### src/hw/adcsq_consts.vh
// register offsets, field positions, reset values and timing counts of the converter sequencer
`ifndef ADCSQ_CONSTS_VH
`define ADCSQ_CONSTS_VH
`define ADCSQ_OFF_INTCTL      8'h0b
`define ADCSQ_OFF_PIRF        8'h0c
`define ADCSQ_OFF_RESH        8'h1e
`define ADCSQ_OFF_CTL0        8'h1f
`define ADCSQ_OFF_PIEN        8'h8c
`define ADCSQ_OFF_REFC        8'h9b
`define ADCSQ_OFF_ANALOG_PIN_SELECT       8'h9d
`define ADCSQ_OFF_RESL        8'h9e
`define ADCSQ_OFF_CTL1        8'h9f
`define ADCSQ_RST_INTCTL      8'h00
`define ADCSQ_RST_PIRF        8'h00
`define ADCSQ_RST_CTL0        8'h00
`define ADCSQ_RST_PIEN        8'h00
`define ADCSQ_RST_REFC        8'h00
`define ADCSQ_RST_ANALOG_PIN_SELECT       8'hff
`define ADCSQ_RST_CTL1        8'h00
`define ADCSQ_RST_RES         8'h00
`define ADCSQ_MASK_PIRF       8'h4f
`define ADCSQ_MASK_PIEN       8'h4f
`define ADCSQ_MASK_REFC       8'hf0
`define ADCSQ_MASK_CTL1       8'hf0
`define ADCSQ_MASK_ANALOG_PIN_SELECT      8'h3f
`define ADCSQ_BIT_ON          0
`define ADCSQ_BIT_GO          2
`define ADCSQ_BIT_CS_LO       6
`define ADCSQ_BIT_DONE        6
`define ADCSQ_BIT_GIE         7
`define ADCSQ_BIT_PERIPHERAL_IRQ_ENABLE        6
`define ADCSQ_BIT_REF_H       7
`define ADCSQ_BIT_REF_L       6
`define ADCSQ_BIT_FMT         7
`define ADCSQ_CS_RC           2'h3
`define ADCSQ_TRIG_MODE       4'hb
`define ADCSQ_SETTLE_TAD      4'h1
`define ADCSQ_CONV_BITS       4'hc
`define ADCSQ_DONE_TAD        4'hd
`define ADCSQ_RECOVER_TAD     2'h2
`define ADCSQ_DIV_2           10'h002
`define ADCSQ_DIV_8           10'h008
`define ADCSQ_DIV_32          10'h020
`define ADCSQ_REF_SCALE       3
`define ADCSQ_INSTR_CLKS      3'h4
`endif

### src/hw/adcsq_sync.v
// two-flop synchroniser for asynchronous level inputs
`timescale 1ns/1ns
module adcsq_sync #(
  parameter WIDTH = 1
) (
  input  wire             clk_in,
  input  wire             rst_n_in,
  input  wire [WIDTH-1:0] async_in,
  output wire [WIDTH-1:0] sync_out
);
  reg [WIDTH-1:0] meta_ff;
  reg [WIDTH-1:0] sync_ff;

  always @(posedge clk_in) begin
    if (!rst_n_in) begin
      meta_ff <= {WIDTH{1'b0}};
      sync_ff <= {WIDTH{1'b0}};
    end else begin
      meta_ff <= async_in;
      sync_ff <= meta_ff;
    end
  end

  assign sync_out = sync_ff;
endmodule

### src/hw/adcsq_tick.v
// conversion clock tick generator: divided oscillator or sampled rc clock edge
`timescale 1ns/1ns
`include "adcsq_consts.vh"
module adcsq_tick (
  input  wire       clk_in,
  input  wire       rst_n_in,
  input  wire       run_in,
  input  wire [1:0] clock_sel_in,
  input  wire       int_ref_in,
  input  wire       rc_clk_in,
  output reg        tick_out
);
  reg  [9:0] cnt_ff;
  reg        rc_prev_ff;
  reg  [9:0] div;
  wire       rc_s;

  adcsq_sync #(.WIDTH(1)) u_rc_sync (
    .clk_in   (clk_in),
    .rst_n_in (rst_n_in),
    .async_in (rc_clk_in),
    .sync_out (rc_s)
  );

  // internal reference stretches each divided period eightfold
  always @* begin
    case (clock_sel_in)
      2'h0:    div = `ADCSQ_DIV_2;
      2'h1:    div = `ADCSQ_DIV_8;
      default: div = `ADCSQ_DIV_32;
    endcase
    if (int_ref_in) begin
      div = div << `ADCSQ_REF_SCALE;
    end
  end

  always @(posedge clk_in) begin
    if (!rst_n_in) begin
      cnt_ff     <= 10'h000;
      rc_prev_ff <= 1'b0;
      tick_out   <= 1'b0;
    end else begin
      rc_prev_ff <= rc_s;
      tick_out   <= 1'b0;
      if (!run_in) begin
        cnt_ff <= 10'h000;
      end else if (clock_sel_in == `ADCSQ_CS_RC) begin
        tick_out <= rc_s & ~rc_prev_ff;
      end else if (cnt_ff >= div - 10'h001) begin
        cnt_ff   <= 10'h000;
        tick_out <= 1'b1;
      end else begin
        cnt_ff <= cnt_ff + 10'h001;
      end
    end
  end
endmodule

### src/hw/adcsq_top.v
// converter sequencer: registers, trigger, timing, sleep and result handling
// Operation
// - after completion the capacitor stays disconnected for two conversion periods
// - trigger in mode 1011b with converter on sets go and clears timer1
// - with converter off the trigger is ignored but timer1 still clears
// - reset restores registers, turns converter off, abandons conversion
// - result bytes survive non power-on resets, undefined after power-on
// - clearing go early leaves unresolved result bits at zero; in the rc start delay or first settle clock it loads the prior sar_ff
// - acquisition interval is independent of kept resolution
// - with rc clock, start waits one instruction cycle after go
// - sleep completion clears go, loads results, wakes if enabled
// - sleep completion without enable keeps sleep and converter-on set
// - non rc clock: sleep aborts and powers down, converter-on stays set
// - conversion is one settling period plus twelve bit periods
// - done flag rises at period fourteen start, go clears at its end
// - clock select gives 2, 8, 32 oscillator periods or rc, x8 on internal ref
// - setting converter-on and go in one write clears go
//
// Decided for this implementation: the address-and-strobe port.
`timescale 1ns/1ns
`include "adcsq_consts.vh"
module adcsq_top #(
  parameter RES_BITS = 12
) (
  input  wire        clk_in,
  input  wire        rst_n_in,
  input  wire        por_in,
  input  wire [7:0]  addr_in,
  input  wire [7:0]  wdata_in,
  input  wire        wr_in,
  input  wire        rd_in,
  output reg  [7:0]  rdata_out,
  input  wire [3:0]  compare_unit_mode_field_in,
  input  wire        special_trigger_in,
  input  wire        sleep_in,
  input  wire        rc_clk_in,
  input  wire        comparator_in,
  output reg         timer1_reset_out,
  output reg         sample_connect_out,
  output reg         analog_power_out,
  output reg  [3:0]  input_channel_select_out,
  output reg  [11:0] dac_code_out,
  output reg         irq_out,
  output reg         wake_out
);
  localparam ST_IDLE    = 3'h0;
  localparam ST_DELAY   = 3'h1;
  localparam ST_SETTLE  = 3'h2;
  localparam ST_CONVERT = 3'h3;
  localparam ST_DONE    = 3'h4;
  localparam ST_RECOVER = 3'h5;

  reg [7:0]  ctl0_ff;
  reg [7:0]  ctl1_ff;
  reg [7:0]  refc_ff;
  reg [7:0]  analog_pin_select_ff;
  reg [7:0]  intctl_ff;
  reg [7:0]  pirf_ff;
  reg [7:0]  pien_ff;
  reg [7:0]  resh_ff;
  reg [7:0]  resl_ff;
  reg [2:0]  state_ff;
  reg [3:0]  tad_cnt_ff;
  reg [2:0]  delay_ff;
  reg [11:0] sar_ff;
  reg [11:0] trial_ff;
  reg        trig_prev_ff;
  reg        sleep_done_ff;

  reg [2:0]  nxt_state;
  reg [7:0]  nxt_ctl0;
  reg        nxt_done;
  reg        load_res;

  wire [1:0]  cs        = ctl0_ff[7:`ADCSQ_BIT_CS_LO];
  wire        conv_on   = ctl0_ff[`ADCSQ_BIT_ON];
  wire        go        = ctl0_ff[`ADCSQ_BIT_GO];
  wire        int_ref   = refc_ff[`ADCSQ_BIT_REF_H] | refc_ff[`ADCSQ_BIT_REF_L];
  wire        is_rc     = (cs == `ADCSQ_CS_RC);
  wire        run       = (state_ff != ST_IDLE) && (state_ff != ST_DELAY);
  wire        tick;
  wire [3:0]  mode_s;
  wire        trig_s;
  wire        sleep_s;
  wire        cmp_s;
  wire        trig_edge = trig_s & ~trig_prev_ff;
  // without rc clock the analog part is unpowered while asleep
  wire        powered   = conv_on && (is_rc || !sleep_s);
  // the last period of a finished conversion hands over to recovery,
  // so the cleared go flag must not send the sequencer straight to idle
  wire        finishing = (state_ff == ST_DONE) && tick;
  // limitation: the comparator loop (trial register, dac, two-flop sync)
  // spans three clocks, so results are only exact when a conversion
  // period lasts at least four clocks; two oscillator periods is too short

  adcsq_sync #(.WIDTH(7)) u_in_sync (
    .clk_in   (clk_in),
    .rst_n_in (rst_n_in),
    .async_in ({compare_unit_mode_field_in, special_trigger_in, sleep_in, comparator_in}),
    .sync_out ({mode_s, trig_s, sleep_s, cmp_s})
  );

  adcsq_tick u_tick (
    .clk_in       (clk_in),
    .rst_n_in     (rst_n_in),
    .run_in       (run),
    .clock_sel_in (cs),
    .int_ref_in   (int_ref),
    .rc_clk_in    (rc_clk_in),
    .tick_out     (tick)
  );

  // justify the successive-approximation value into the two result bytes
  function [15:0] adcsq_place;
    input [11:0] val;
    input        right;
    begin
      if (right) begin
        adcsq_place = {4'h0, val};
      end else begin
        adcsq_place = {val, 4'h0};
      end
    end
  endfunction

  function adcsq_hit;
    input [7:0] a;
    input [7:0] off;
    begin
      adcsq_hit = (a == off);
    end
  endfunction

  wire [15:0] placed = adcsq_place(sar_ff, ctl1_ff[`ADCSQ_BIT_FMT]);

  // control register next value, with hardware effects on go
  always @* begin
    nxt_ctl0 = ctl0_ff;
    nxt_done = 1'b0;
    load_res = 1'b0;
    if (wr_in && adcsq_hit(addr_in, `ADCSQ_OFF_CTL0)) begin
      nxt_ctl0 = wdata_in;
      if (wdata_in[`ADCSQ_BIT_ON] && !conv_on) begin
        nxt_ctl0[`ADCSQ_BIT_GO] = 1'b0;
      end
    end
    if (trig_edge && (mode_s == `ADCSQ_TRIG_MODE) && conv_on) begin
      nxt_ctl0[`ADCSQ_BIT_GO] = 1'b1;
    end
    if (state_ff == ST_DONE && tick) begin
      nxt_ctl0[`ADCSQ_BIT_GO] = 1'b0;
      load_res = 1'b1;
    end
    if (state_ff == ST_CONVERT && tick && tad_cnt_ff == `ADCSQ_CONV_BITS - 4'h1) begin
      nxt_done = 1'b1;
    end
    if ((run || state_ff == ST_DELAY) && !nxt_ctl0[`ADCSQ_BIT_GO]
        && state_ff != ST_RECOVER && !load_res) begin
      load_res = 1'b1;
    end
  end

  always @* begin
    nxt_state = state_ff;
    case (state_ff)
      ST_IDLE: begin
        if (go && powered) begin
          nxt_state = is_rc ? ST_DELAY : ST_SETTLE;
        end
      end
      ST_DELAY: begin
        if (delay_ff == `ADCSQ_INSTR_CLKS - 3'h1) begin
          nxt_state = ST_SETTLE;
        end
      end
      ST_SETTLE: begin
        if (tick) begin
          nxt_state = ST_CONVERT;
        end
      end
      ST_CONVERT: begin
        if (tick && tad_cnt_ff == `ADCSQ_CONV_BITS - 4'h1) begin
          nxt_state = ST_DONE;
        end
      end
      ST_DONE: begin
        if (tick) begin
          nxt_state = ST_RECOVER;
        end
      end
      ST_RECOVER: begin
        if (tick && tad_cnt_ff == {2'h0, `ADCSQ_RECOVER_TAD} - 4'h1) begin
          nxt_state = ST_IDLE;
        end
      end
      default: nxt_state = ST_IDLE;
    endcase
    if (!powered || (!nxt_ctl0[`ADCSQ_BIT_GO] && state_ff != ST_RECOVER
        && !finishing)) begin
      nxt_state = ST_IDLE;
    end
  end

  always @(posedge clk_in) begin
    if (!rst_n_in) begin
      ctl0_ff       <= `ADCSQ_RST_CTL0;
      ctl1_ff       <= `ADCSQ_RST_CTL1;
      refc_ff       <= `ADCSQ_RST_REFC;
      analog_pin_select_ff      <= `ADCSQ_RST_ANALOG_PIN_SELECT;
      intctl_ff     <= `ADCSQ_RST_INTCTL;
      pirf_ff       <= `ADCSQ_RST_PIRF;
      pien_ff       <= `ADCSQ_RST_PIEN;
      state_ff      <= ST_IDLE;
      tad_cnt_ff    <= 4'h0;
      delay_ff      <= 3'h0;
      sar_ff        <= 12'h000;
      trial_ff      <= 12'h800;
      trig_prev_ff  <= 1'b0;
      sleep_done_ff <= 1'b0;
    end else begin
      ctl0_ff      <= nxt_ctl0;
      state_ff     <= nxt_state;
      trig_prev_ff <= trig_s;
      if (wr_in && adcsq_hit(addr_in, `ADCSQ_OFF_CTL1)) begin
        ctl1_ff <= wdata_in & `ADCSQ_MASK_CTL1;
      end
      if (wr_in && adcsq_hit(addr_in, `ADCSQ_OFF_REFC)) begin
        refc_ff <= wdata_in & `ADCSQ_MASK_REFC;
      end
      if (wr_in && adcsq_hit(addr_in, `ADCSQ_OFF_ANALOG_PIN_SELECT)) begin
        analog_pin_select_ff <= wdata_in & `ADCSQ_MASK_ANALOG_PIN_SELECT;
      end
      if (wr_in && adcsq_hit(addr_in, `ADCSQ_OFF_INTCTL)) begin
        intctl_ff <= wdata_in;
      end
      if (wr_in && adcsq_hit(addr_in, `ADCSQ_OFF_PIEN)) begin
        pien_ff <= wdata_in & `ADCSQ_MASK_PIEN;
      end
      // hardware set wins over a software clear in the same cycle
      if (wr_in && adcsq_hit(addr_in, `ADCSQ_OFF_PIRF)) begin
        pirf_ff <= (wdata_in & `ADCSQ_MASK_PIRF) | {1'b0, nxt_done, 6'h00};
      end else if (nxt_done) begin
        pirf_ff[`ADCSQ_BIT_DONE] <= 1'b1;
      end
      // remembers a completion in sleep until the device leaves it
      if (!sleep_s) begin
        sleep_done_ff <= 1'b0;
      end else if (nxt_done) begin
        sleep_done_ff <= 1'b1;
      end
      if (state_ff == ST_DELAY) begin
        delay_ff <= delay_ff + 3'h1;
      end else begin
        delay_ff <= 3'h0;
      end
      if (nxt_state != state_ff) begin
        tad_cnt_ff <= 4'h0;
      end else if (tick) begin
        tad_cnt_ff <= tad_cnt_ff + 4'h1;
      end
      if (state_ff == ST_SETTLE) begin
        sar_ff   <= 12'h000;
        trial_ff <= 12'h800 >> (12 - RES_BITS);
      end else if (state_ff == ST_CONVERT && tick) begin
        if (cmp_s) begin
          sar_ff <= sar_ff | trial_ff; // unresolved bits stay zero
        end
        trial_ff <= trial_ff >> 1;
      end
    end
  end

  // result bytes are not reset except at power-on, where any value is allowed
  always @(posedge clk_in) begin
    if (!rst_n_in && por_in) begin
      resh_ff <= `ADCSQ_RST_RES;
      resl_ff <= `ADCSQ_RST_RES;
    end else if (rst_n_in && load_res) begin
      resh_ff <= placed[15:8];
      resl_ff <= placed[7:0];
    end
  end

  always @(posedge clk_in) begin
    if (!rst_n_in) begin
      rdata_out                <= 8'h00;
      timer1_reset_out         <= 1'b0;
      sample_connect_out       <= 1'b0;
      analog_power_out         <= 1'b0;
      input_channel_select_out <= 4'h0;
      dac_code_out             <= 12'h000;
      irq_out                  <= 1'b0;
      wake_out                 <= 1'b0;
    end else begin
      rdata_out <= 8'h00;
      if (rd_in) begin
        case (addr_in)
          `ADCSQ_OFF_INTCTL: rdata_out <= intctl_ff;
          `ADCSQ_OFF_PIRF:   rdata_out <= pirf_ff;
          `ADCSQ_OFF_RESH:   rdata_out <= resh_ff;
          `ADCSQ_OFF_CTL0:   rdata_out <= ctl0_ff;
          `ADCSQ_OFF_PIEN:   rdata_out <= pien_ff;
          `ADCSQ_OFF_REFC:   rdata_out <= refc_ff;
          `ADCSQ_OFF_ANALOG_PIN_SELECT:  rdata_out <= analog_pin_select_ff;
          `ADCSQ_OFF_RESL:   rdata_out <= resl_ff;
          `ADCSQ_OFF_CTL1:   rdata_out <= ctl1_ff;
          default:           rdata_out <= 8'h00;
        endcase
      end
      timer1_reset_out <= trig_edge && (mode_s == `ADCSQ_TRIG_MODE);
      // capacitor tracks only while idle or in the rc start delay, and powered
      sample_connect_out <= powered && (nxt_state == ST_IDLE || nxt_state == ST_DELAY)
                            && state_ff != ST_RECOVER;
      analog_power_out   <= powered;
      input_channel_select_out <= {ctl0_ff[1], ctl0_ff[5:3]};
      dac_code_out       <= sar_ff | trial_ff;
      irq_out <= pirf_ff[`ADCSQ_BIT_DONE] & pien_ff[`ADCSQ_BIT_DONE]
                 & intctl_ff[`ADCSQ_BIT_PERIPHERAL_IRQ_ENABLE] & intctl_ff[`ADCSQ_BIT_GIE];
      wake_out <= sleep_s & pirf_ff[`ADCSQ_BIT_DONE] & pien_ff[`ADCSQ_BIT_DONE]
                  & ~sleep_done_ff | (sleep_done_ff & pien_ff[`ADCSQ_BIT_DONE]);
    end
  end
endmodule

### config.mk
export PLATFORM = sky130hd
export DESIGN_NAME = adcsq_top
export DESIGN_NICKNAME = d
export VERILOG_FILES = /design/src/hw/adcsq_sync.v /design/src/hw/adcsq_tick.v /design/src/hw/adcsq_top.v
export VERILOG_INCLUDE_DIRS = /design/src /design/src/hw
export SDC_FILE = /design/constraint.sdc
export NUM_CORES = 1
export LEC_CHECK = 0
export CORE_ASPECT_RATIO = 0.8
export CORE_MARGIN = 10
export CORE_UTILIZATION = 40
export DETAILED_ROUTE_END_ITERATION = 12
export DONT_BUFFER_PORTS = 1
export SETUP_SLACK_MARGIN = 0.1
export SYNTH_ARGS = -nofsm -noshare
export SYNTH_HDL_FRONTEND = slang
export SYNTH_SLANG_ARGS = --single-unit
### constraint.sdc
create_clock -name clk_in -period 5.8 [get_ports clk_in]
set_input_delay 1.45 -clock clk_in [delete_from_list [all_inputs] [get_ports clk_in]]
set_output_delay 1.45 -clock clk_in [all_outputs]
set_load 0.02 [all_outputs]
=== Yosys cells after proc, flatten, opt, wreduce, memory -nomap -nowiden ===
Index checks and enable logic that the tools add are counted.

* Register bits: 154
* Input bits: 29
* Output and inout bits: 29
* Logic and storage cells: 154

* Add/sub/neg operators: 4
* Magnitude comparators: 1
* Equality and inequality tests: 24
* Mux-type cells: 25
* Bitwise operators: 17
* Reduce and logical (&&, ||, !) cells: 50

{| class="wikitable"
|+ Operator list
! kind !! number
|-
| one-hot mux 8 bit (9 select lines) || 1
|-
| equality test 8 bit, second input constant || 5
|-
| logical AND 1 bit || 27
|-
| two-way mux 3 bit || 8
|-
| one-hot mux 3 bit (6 select lines) || 1
|-
| equality test 8 x 4 -> 1 bit, second input constant || 2
|-
| equality test 8 x 5 -> 1 bit, second input constant || 2
|-
| two-way mux 16 bit || 1
|-
| bitwise OR 12 bit || 1
|-
| one-hot mux 6 bit (2 select lines) || 1
|-
| adder 10 x 1 -> 10 bit, second input constant || 1
|-
| greater-or-equal comparator 10 bit || 1
|-
| two-way mux 1 bit || 10
|-
| two-way mux 10 bit || 1
|-
| AND reduction 2 bit || 5
|-
| subtractor 9 x 1 -> 10 bit, second input constant || 1
|-
| bitwise AND 1 bit || 9
|-
| equality test 3 x 2 -> 1 bit, second input constant || 3
|-
| two-way mux 9 bit || 1
|-
| equality test 4 bit, second input constant || 2
|-
| logical NOT 1 bit || 7
|-
| bitwise OR 7 bit || 1
|-
| equality test 3 x 1 -> 1 bit, second input constant || 2
|-
| equality test 3 bit, second input constant || 2
|-
| 17 further kinds || 26
|}

=== Longest topological paths before layout ===
* Depth after elaboration: 15
* Depth in mapped cells: 11
* Mapped depth without buffers: 10

=== Cells and area by module ===
A second synthesis with hierarchy kept.

* Cell total of the unflattened synthesis: 694
* Area, all modules: 6,224.7 sq um

{| class="wikitable"
|+ By module, submodules not included
! module !! times used !! cells an instance !! area each (sq um) !! seq. area each (sq um)
|-
| adcsq_top || 1 || 579 || 5,064.9 || 2,442.3
|-
| adcsq_tick || 1 || 82 || 715.7 || 240.2
|-
| adcsq_sync (u_in_sync) || 1 || 29 || 391.6 || 280.3
|-
| adcsq_sync (u_tick.u_rc_sync) || 1 || 4 || 52.6 || 40.0
|}

=== Worst setup path after synthesis ===
Ideal clock, no wire load.

* Path kind: input-to-reg
* Start point: input addr_in[7]
* End point: register resh_ff[0]
* Library setup time: 122 ps
* Arrival: 2,922 ps
* Data required time: 5,678 ps
* Path slack: 2,756 ps
* Stages: 9
* Path buffers: 3
* Cells stage by stage: buf_6 and3b_1 nand4_4 o211ai_4 o41ai_1 o311a_1 buf_6 buf_6 mux2i_1

* Cells in the longest elaborated chain, start to end: 11

{| class="wikitable"
|+ Ends and longest elaborated chain
! element !! line !! text
|-
| start, declared || adcsq_top.v:28 || <nowiki>input wire [7:0] addr_in,</nowiki>
|-
| equality test 8 x 5 -> 1 bit || adcsq_top.v:130 || <nowiki>adcsq_hit = (a == off);</nowiki>
|-
| logical AND 1 bit || adcsq_top.v:141 || <nowiki>if (wr_in && adcsq_hit(addr_in, `ADCSQ_OFF_CTL0)) begin</nowiki>
|-
| two-way mux 3 bit || adcsq_top.v:141 ||
|-
| two-way mux 1 bit || adcsq_top.v:147 || <nowiki>if (trig_edge && (mode_s == `ADCSQ_TRIG_MODE) && conv_on) begin</nowiki>
|-
| two-way mux 1 bit || adcsq_top.v:150 || <nowiki>if (state_ff == ST_DONE && tick) begin</nowiki>
|-
| logical NOT 1 bit || adcsq_top.v:157 || <nowiki>if ((run || state_ff == ST_DELAY) && !nxt_ctl0[`ADCSQ_BIT_GO]</nowiki>
|-
| logical AND 1 bit (3 in a row) || adcsq_top.v:157 ||
|-
| two-way mux 1 bit || adcsq_top.v:157 ||
|-
| logical AND 1 bit || adcsq_top.v:278 || <nowiki>end else if (rst_n_in && load_res) begin</nowiki>
|-
| end signal, assigned || adcsq_top.v:276 || <nowiki>resh_ff <= `ADCSQ_RST_RES;</nowiki>
|-
| end signal, assigned || adcsq_top.v:279 || <nowiki>resh_ff <= placed[15:8];</nowiki>
|-
| end, declared || adcsq_top.v:60 || <nowiki>reg [7:0] resh_ff;</nowiki>
|}

Every way passes these cells.
A chain may end at the register's enable or synchronous reset.

=== Worst setup path after layout ===
* Start point: input addr_in[2]
* End point: register rdata_out[2]

* Cells in the longest elaborated chain, start to end: 2
* Elaborated cells between the ends (all ways): 10
* Those cells by class: eq/ne (9); mux (1)

{| class="wikitable"
|+ Ends and longest elaborated chain
! element !! line !! text
|-
| equality test 8 bit, or another cell as far along || adcsq_top.v:297 || <nowiki>case (addr_in)</nowiki>
|-
| one-hot mux 8 bit (9 select lines) * || adcsq_top.v:297 ||
|-
| end signal, assigned || adcsq_top.v:298 || <nowiki>`ADCSQ_OFF_INTCTL: rdata_out <= intctl_ff;</nowiki>
|-
| end signal, assigned || adcsq_top.v:299 || <nowiki>`ADCSQ_OFF_PIRF: rdata_out <= pirf_ff;</nowiki>
|-
| end signal, assigned || adcsq_top.v:300 || <nowiki>`ADCSQ_OFF_RESH: rdata_out <= resh_ff;</nowiki>
|-
| end, declared || adcsq_top.v:32 || <nowiki>output reg [7:0] rdata_out,</nowiki>
|}

Mark *: on every way between the ends. The rest lies on a longest branch, timed or not.

==> impl_metrics.py <==
metrics = {
    "logic_synthesis": {
        "synth_edf_count": 0,
        "ys.flop_type": "dfxtp_1",
        "yosysSeqAreaShare_pct": 48.5,
        "syn-instance-count": 682,
        "netlist_area_um2": 6200,
        "yosys_warnings": 0,
        "async_flop_share_pct": 0,
        "synth_area_per_cell_um2": 9.09,
        "ys_ff_latch": 150,
        "synth_nets": 724,
        "yosys.cell_types.count": 60,
    },
    "floorplanning": {
        "design.portCount": 58,
        "row_count": 40,
        "die_area_um2": 20900,
        "start_util_pct": 41.0,
        "die_x_um": 159,
        "fp.dieH_um": 131,
        "core_area_um2": 15100,
    },
    "clock_network": {
        "cts_max_level": 4,
        "cts_tree": "yes",
        "cts_made_buffers": 17,
        "cts.clk_slew.worst_paths_ns": 0.06,
        "clkLatencyLatePin_ns": 0.42,
        "cts_resized": 0,
        "holdBufCountCts": 0,
        "cts_root_buf": "clkbuf_16",
        "post_cts_buffers": 0,
        "clock_sinks": 150,
        "cts_buffer_depth": 2,
    },
    "layout": {
        "drive_gt1_share_pct": 6.94,
        "nFillCells": 1461,
        "nNetsFinal": 706,
        "regArea_um2": 3000,
        "area_growth_pct": 11.4,
        "multi_input_area_um2": 2970,
    },
    "placement": {
        "gp_congestion": 0.849,
        "portBuffers": 0,
        "post-dp-hpwl_mm": 10.9,
        "place_ws_ns": 2.12,
    },
    "sta": {
        "worst_slack_ns": 2.53,
        "finalHoldViolCount": 0,
        "final.setup.tns_ns": 0,
        "slew_viol_final": 0,
        "skew_ns": 0.00961,
        "fmax_mhz": 305,
        "setup_viol_count_final": 0,
        "period_minus_slack_ns": 3.27,
        "relSlewSlack_pct": 24.0,
        "rsz0062_at_grt": "false",
        "hold_slack_ns": 0.423,
        "finalCritPeriodShare_pct": 56.4,
        "worst_pin_slew_ns": 1.12,
    },
    "drt": {
        "avgRoutedWirePerCell_um": 17.2,
        "wl_met1_mm": 6.98,
        "top_layer": "met4",
        "routed_via_density": 5.40,
        "drc": 0,
        "wl_met2_mm": 6.61,
        "dr_wl_met3_mm": 1.51,
        "routed_wl_mm": 15.3,
        "drt-pass1-iter-count": 5,
        "drtIter0Drc": 352,
        "antenna_left": 0,
        "num_vias": 4797,
    },
    "critical_path": {
        "required_ns": 6.14,
        "crit_fanout": 16,
        "critPathKind": "input port to flip-flop",
        "worstPathArrival_ns": 3.61,
        "start_kind": "input port",
        "cp-end-kind": "flip-flop",
    },
    "grt": {
        "gr-total-overflow": 0,
        "grt_max_degree": 45,
        "antenna_found_initial": 2,
        "grt_pass1_vias": 4544,
        "track_usage_pct": 14.5,
        "grt_pass1_wl_mm": 24.5,
    },
    "flow_run": {
        "cap_violations": 0,
    },
    "power_and_ir_drop": {
        "ir_drop_v": 0.000233,
        "p_leak_nw": 2.62,
        "power_density_nw_per_um2": 318,
        "power_mw": 2.19,
    },
    "worst_hold_path": {
        "hold_class": "flip-flop to flip-flop",
    },
    "outcome": {
        "outcome": "finished clean",
    },
}
per-layer routing:
layer  track usage, %  vias to the layer above
met2             20.9                      166
met4             4.78                        0
met1             18.8                     2274
met5                0                        -
li1                 -                     2338
met3             6.43                       19
cell families (layout without fill, tap and decap cells):
kind of cell,count (synthesis),count (layout),share of synthesized area [%]
buf+inv,51,46,3.61
other cells,0,1,0
compound gates,111,111,11.9
flops,150,150,48.5
xor+xnor,15,15,2.12
simple gates,285,285,22.0
fa+ha+maj,13,13,2.62
mux,57,57,9.35
synthesized netlist by cell type, drive strengths merged (3+ instances only):
| library cell | instances | area [µm²] |
|---|---|---|
| buf | 8 | 62.6 |
| mux2i | 50 | 500 |
| nand2b | 7 | 43.8 |
| ha | 13 | 163 |
| nor4 | 7 | 43.8 |
| o22ai | 4 | 25.0 |
| inv | 12 | 45.0 |
| a21oi | 47 | 235 |
| a22oi | 11 | 82.6 |
| xor2 | 8 | 70.1 |
| nand3 | 32 | 160 |
| nand3b | 4 | 30.0 |
| and4b | 3 | 30.0 |
| or2 | 3 | 18.8 |
| nor2b | 4 | 25.0 |
| and2 | 26 | 163 |
| a22o | 4 | 35.0 |
| nor2 | 92 | 345 |
| mux2 | 7 | 78.8 |
| xnor2 | 7 | 61.3 |
| and3 | 5 | 31.3 |
| clkbuf | 31 | 116 |
| o221ai | 3 | 26.3 |
| o211ai | 5 | 51.3 |
| dfxtp | 150 | 3000 |
| nand2 | 88 | 330 |
| a31oi | 3 | 18.8 |
| o21ai | 10 | 50.0 |
| o211a | 3 | 30.0 |
| a21o | 4 | 30.0 |
final timing paths:
kind | startpoint | to | slack, ns | cells past startpoint
worst min register to register | u_tick.u_rc_sync.sync_out | u_tick.rc_prev_ff | 0.42 | 2
worst max register to register | refc_ff[6] | u_tick.cnt_ff[8] | 3.35 | 10
worst max-delay path | addr_in[2] | rdata_out[2] | 2.53 | 5
worst min-delay path | u_tick.u_rc_sync.sync_out | u_tick.rc_prev_ff | 0.42 | 2
worst max-delay path, stage by stage:
cell      delay, ns
nand2b_1       0.14
nor4_1         0.35
nor2b_1        0.91
o311ai_1       0.47
a31oi_1        0.28
metrics by stage:
| step | utilization [%] | cells | instance area, µm² |
|---|---|---|---|
| after floorplan | - | 682 | 6200 |
| after global placement | 41.7 | 855 | 6300 |
| after detailed placement | 41.7 | 855 | 6300 |
| after CTS | 45.7 | 887 | 6900 |
| after global routing | 45.7 | 887 | 6900 |
| final | 45.7 | 888 | 6910 |
cells in the final DEF (no fill, tap or decap), types with 12 or more instances in the layout:
cell       Yosys  final
a21oi_1       47     47
and2_1        26     26
clkbuf_16      0     17
dfxtp_1      150    150
ha_1          13     13
inv_1         12     12
mux2i_1       50     50
nand2_1       88     88
nand3_1       32     32
nor2_1        92     92
report_power, final:
| group | total [mW] | internal (mW) | switching (mW) | leakage (nW) |
|---|---|---|---|---|
| clock | 1.13 | 0.698 | 0.427 | 0.296 |
| sequential | 1.04 | 1.04 | 0.00267 | 1.21 |
| combinational | 0.0299 | 0.0118 | 0.0181 | 1.11 |
area by class of cell:
type	count	area share [%]
diodes	1	0.0362
clock buffers	20	6.61
clock inverters	12	2.19
inverters	12	0.652
multi-input cells	481	43.0
flip-flops and latches	150	43.5
well taps	210	3.80
repair buffers	2	0.217
registers in the layout, indices dropped and copies added (netlist names), 3 cells and up:
signal                    count
resh_ff                       8
refc_ff                       4
rdata_out                     8
sar_ff                       12
intctl_ff                     8
delay_ff                      3
pien_ff                       5
u_tick.cnt_ff                10
trial_ff                     12
input_channel_select_out      4
u_in_sync.sync_out            7
ctl1_ff                       4
u_in_sync.meta_ff             7
tad_cnt_ff                    4
analog_pin_select_ff          7
dac_code_out                 12
ctl0_ff                       8
pirf_ff                       5
resl_ff                       8
state_ff                      3
Power figures use the tool's default switching activity.
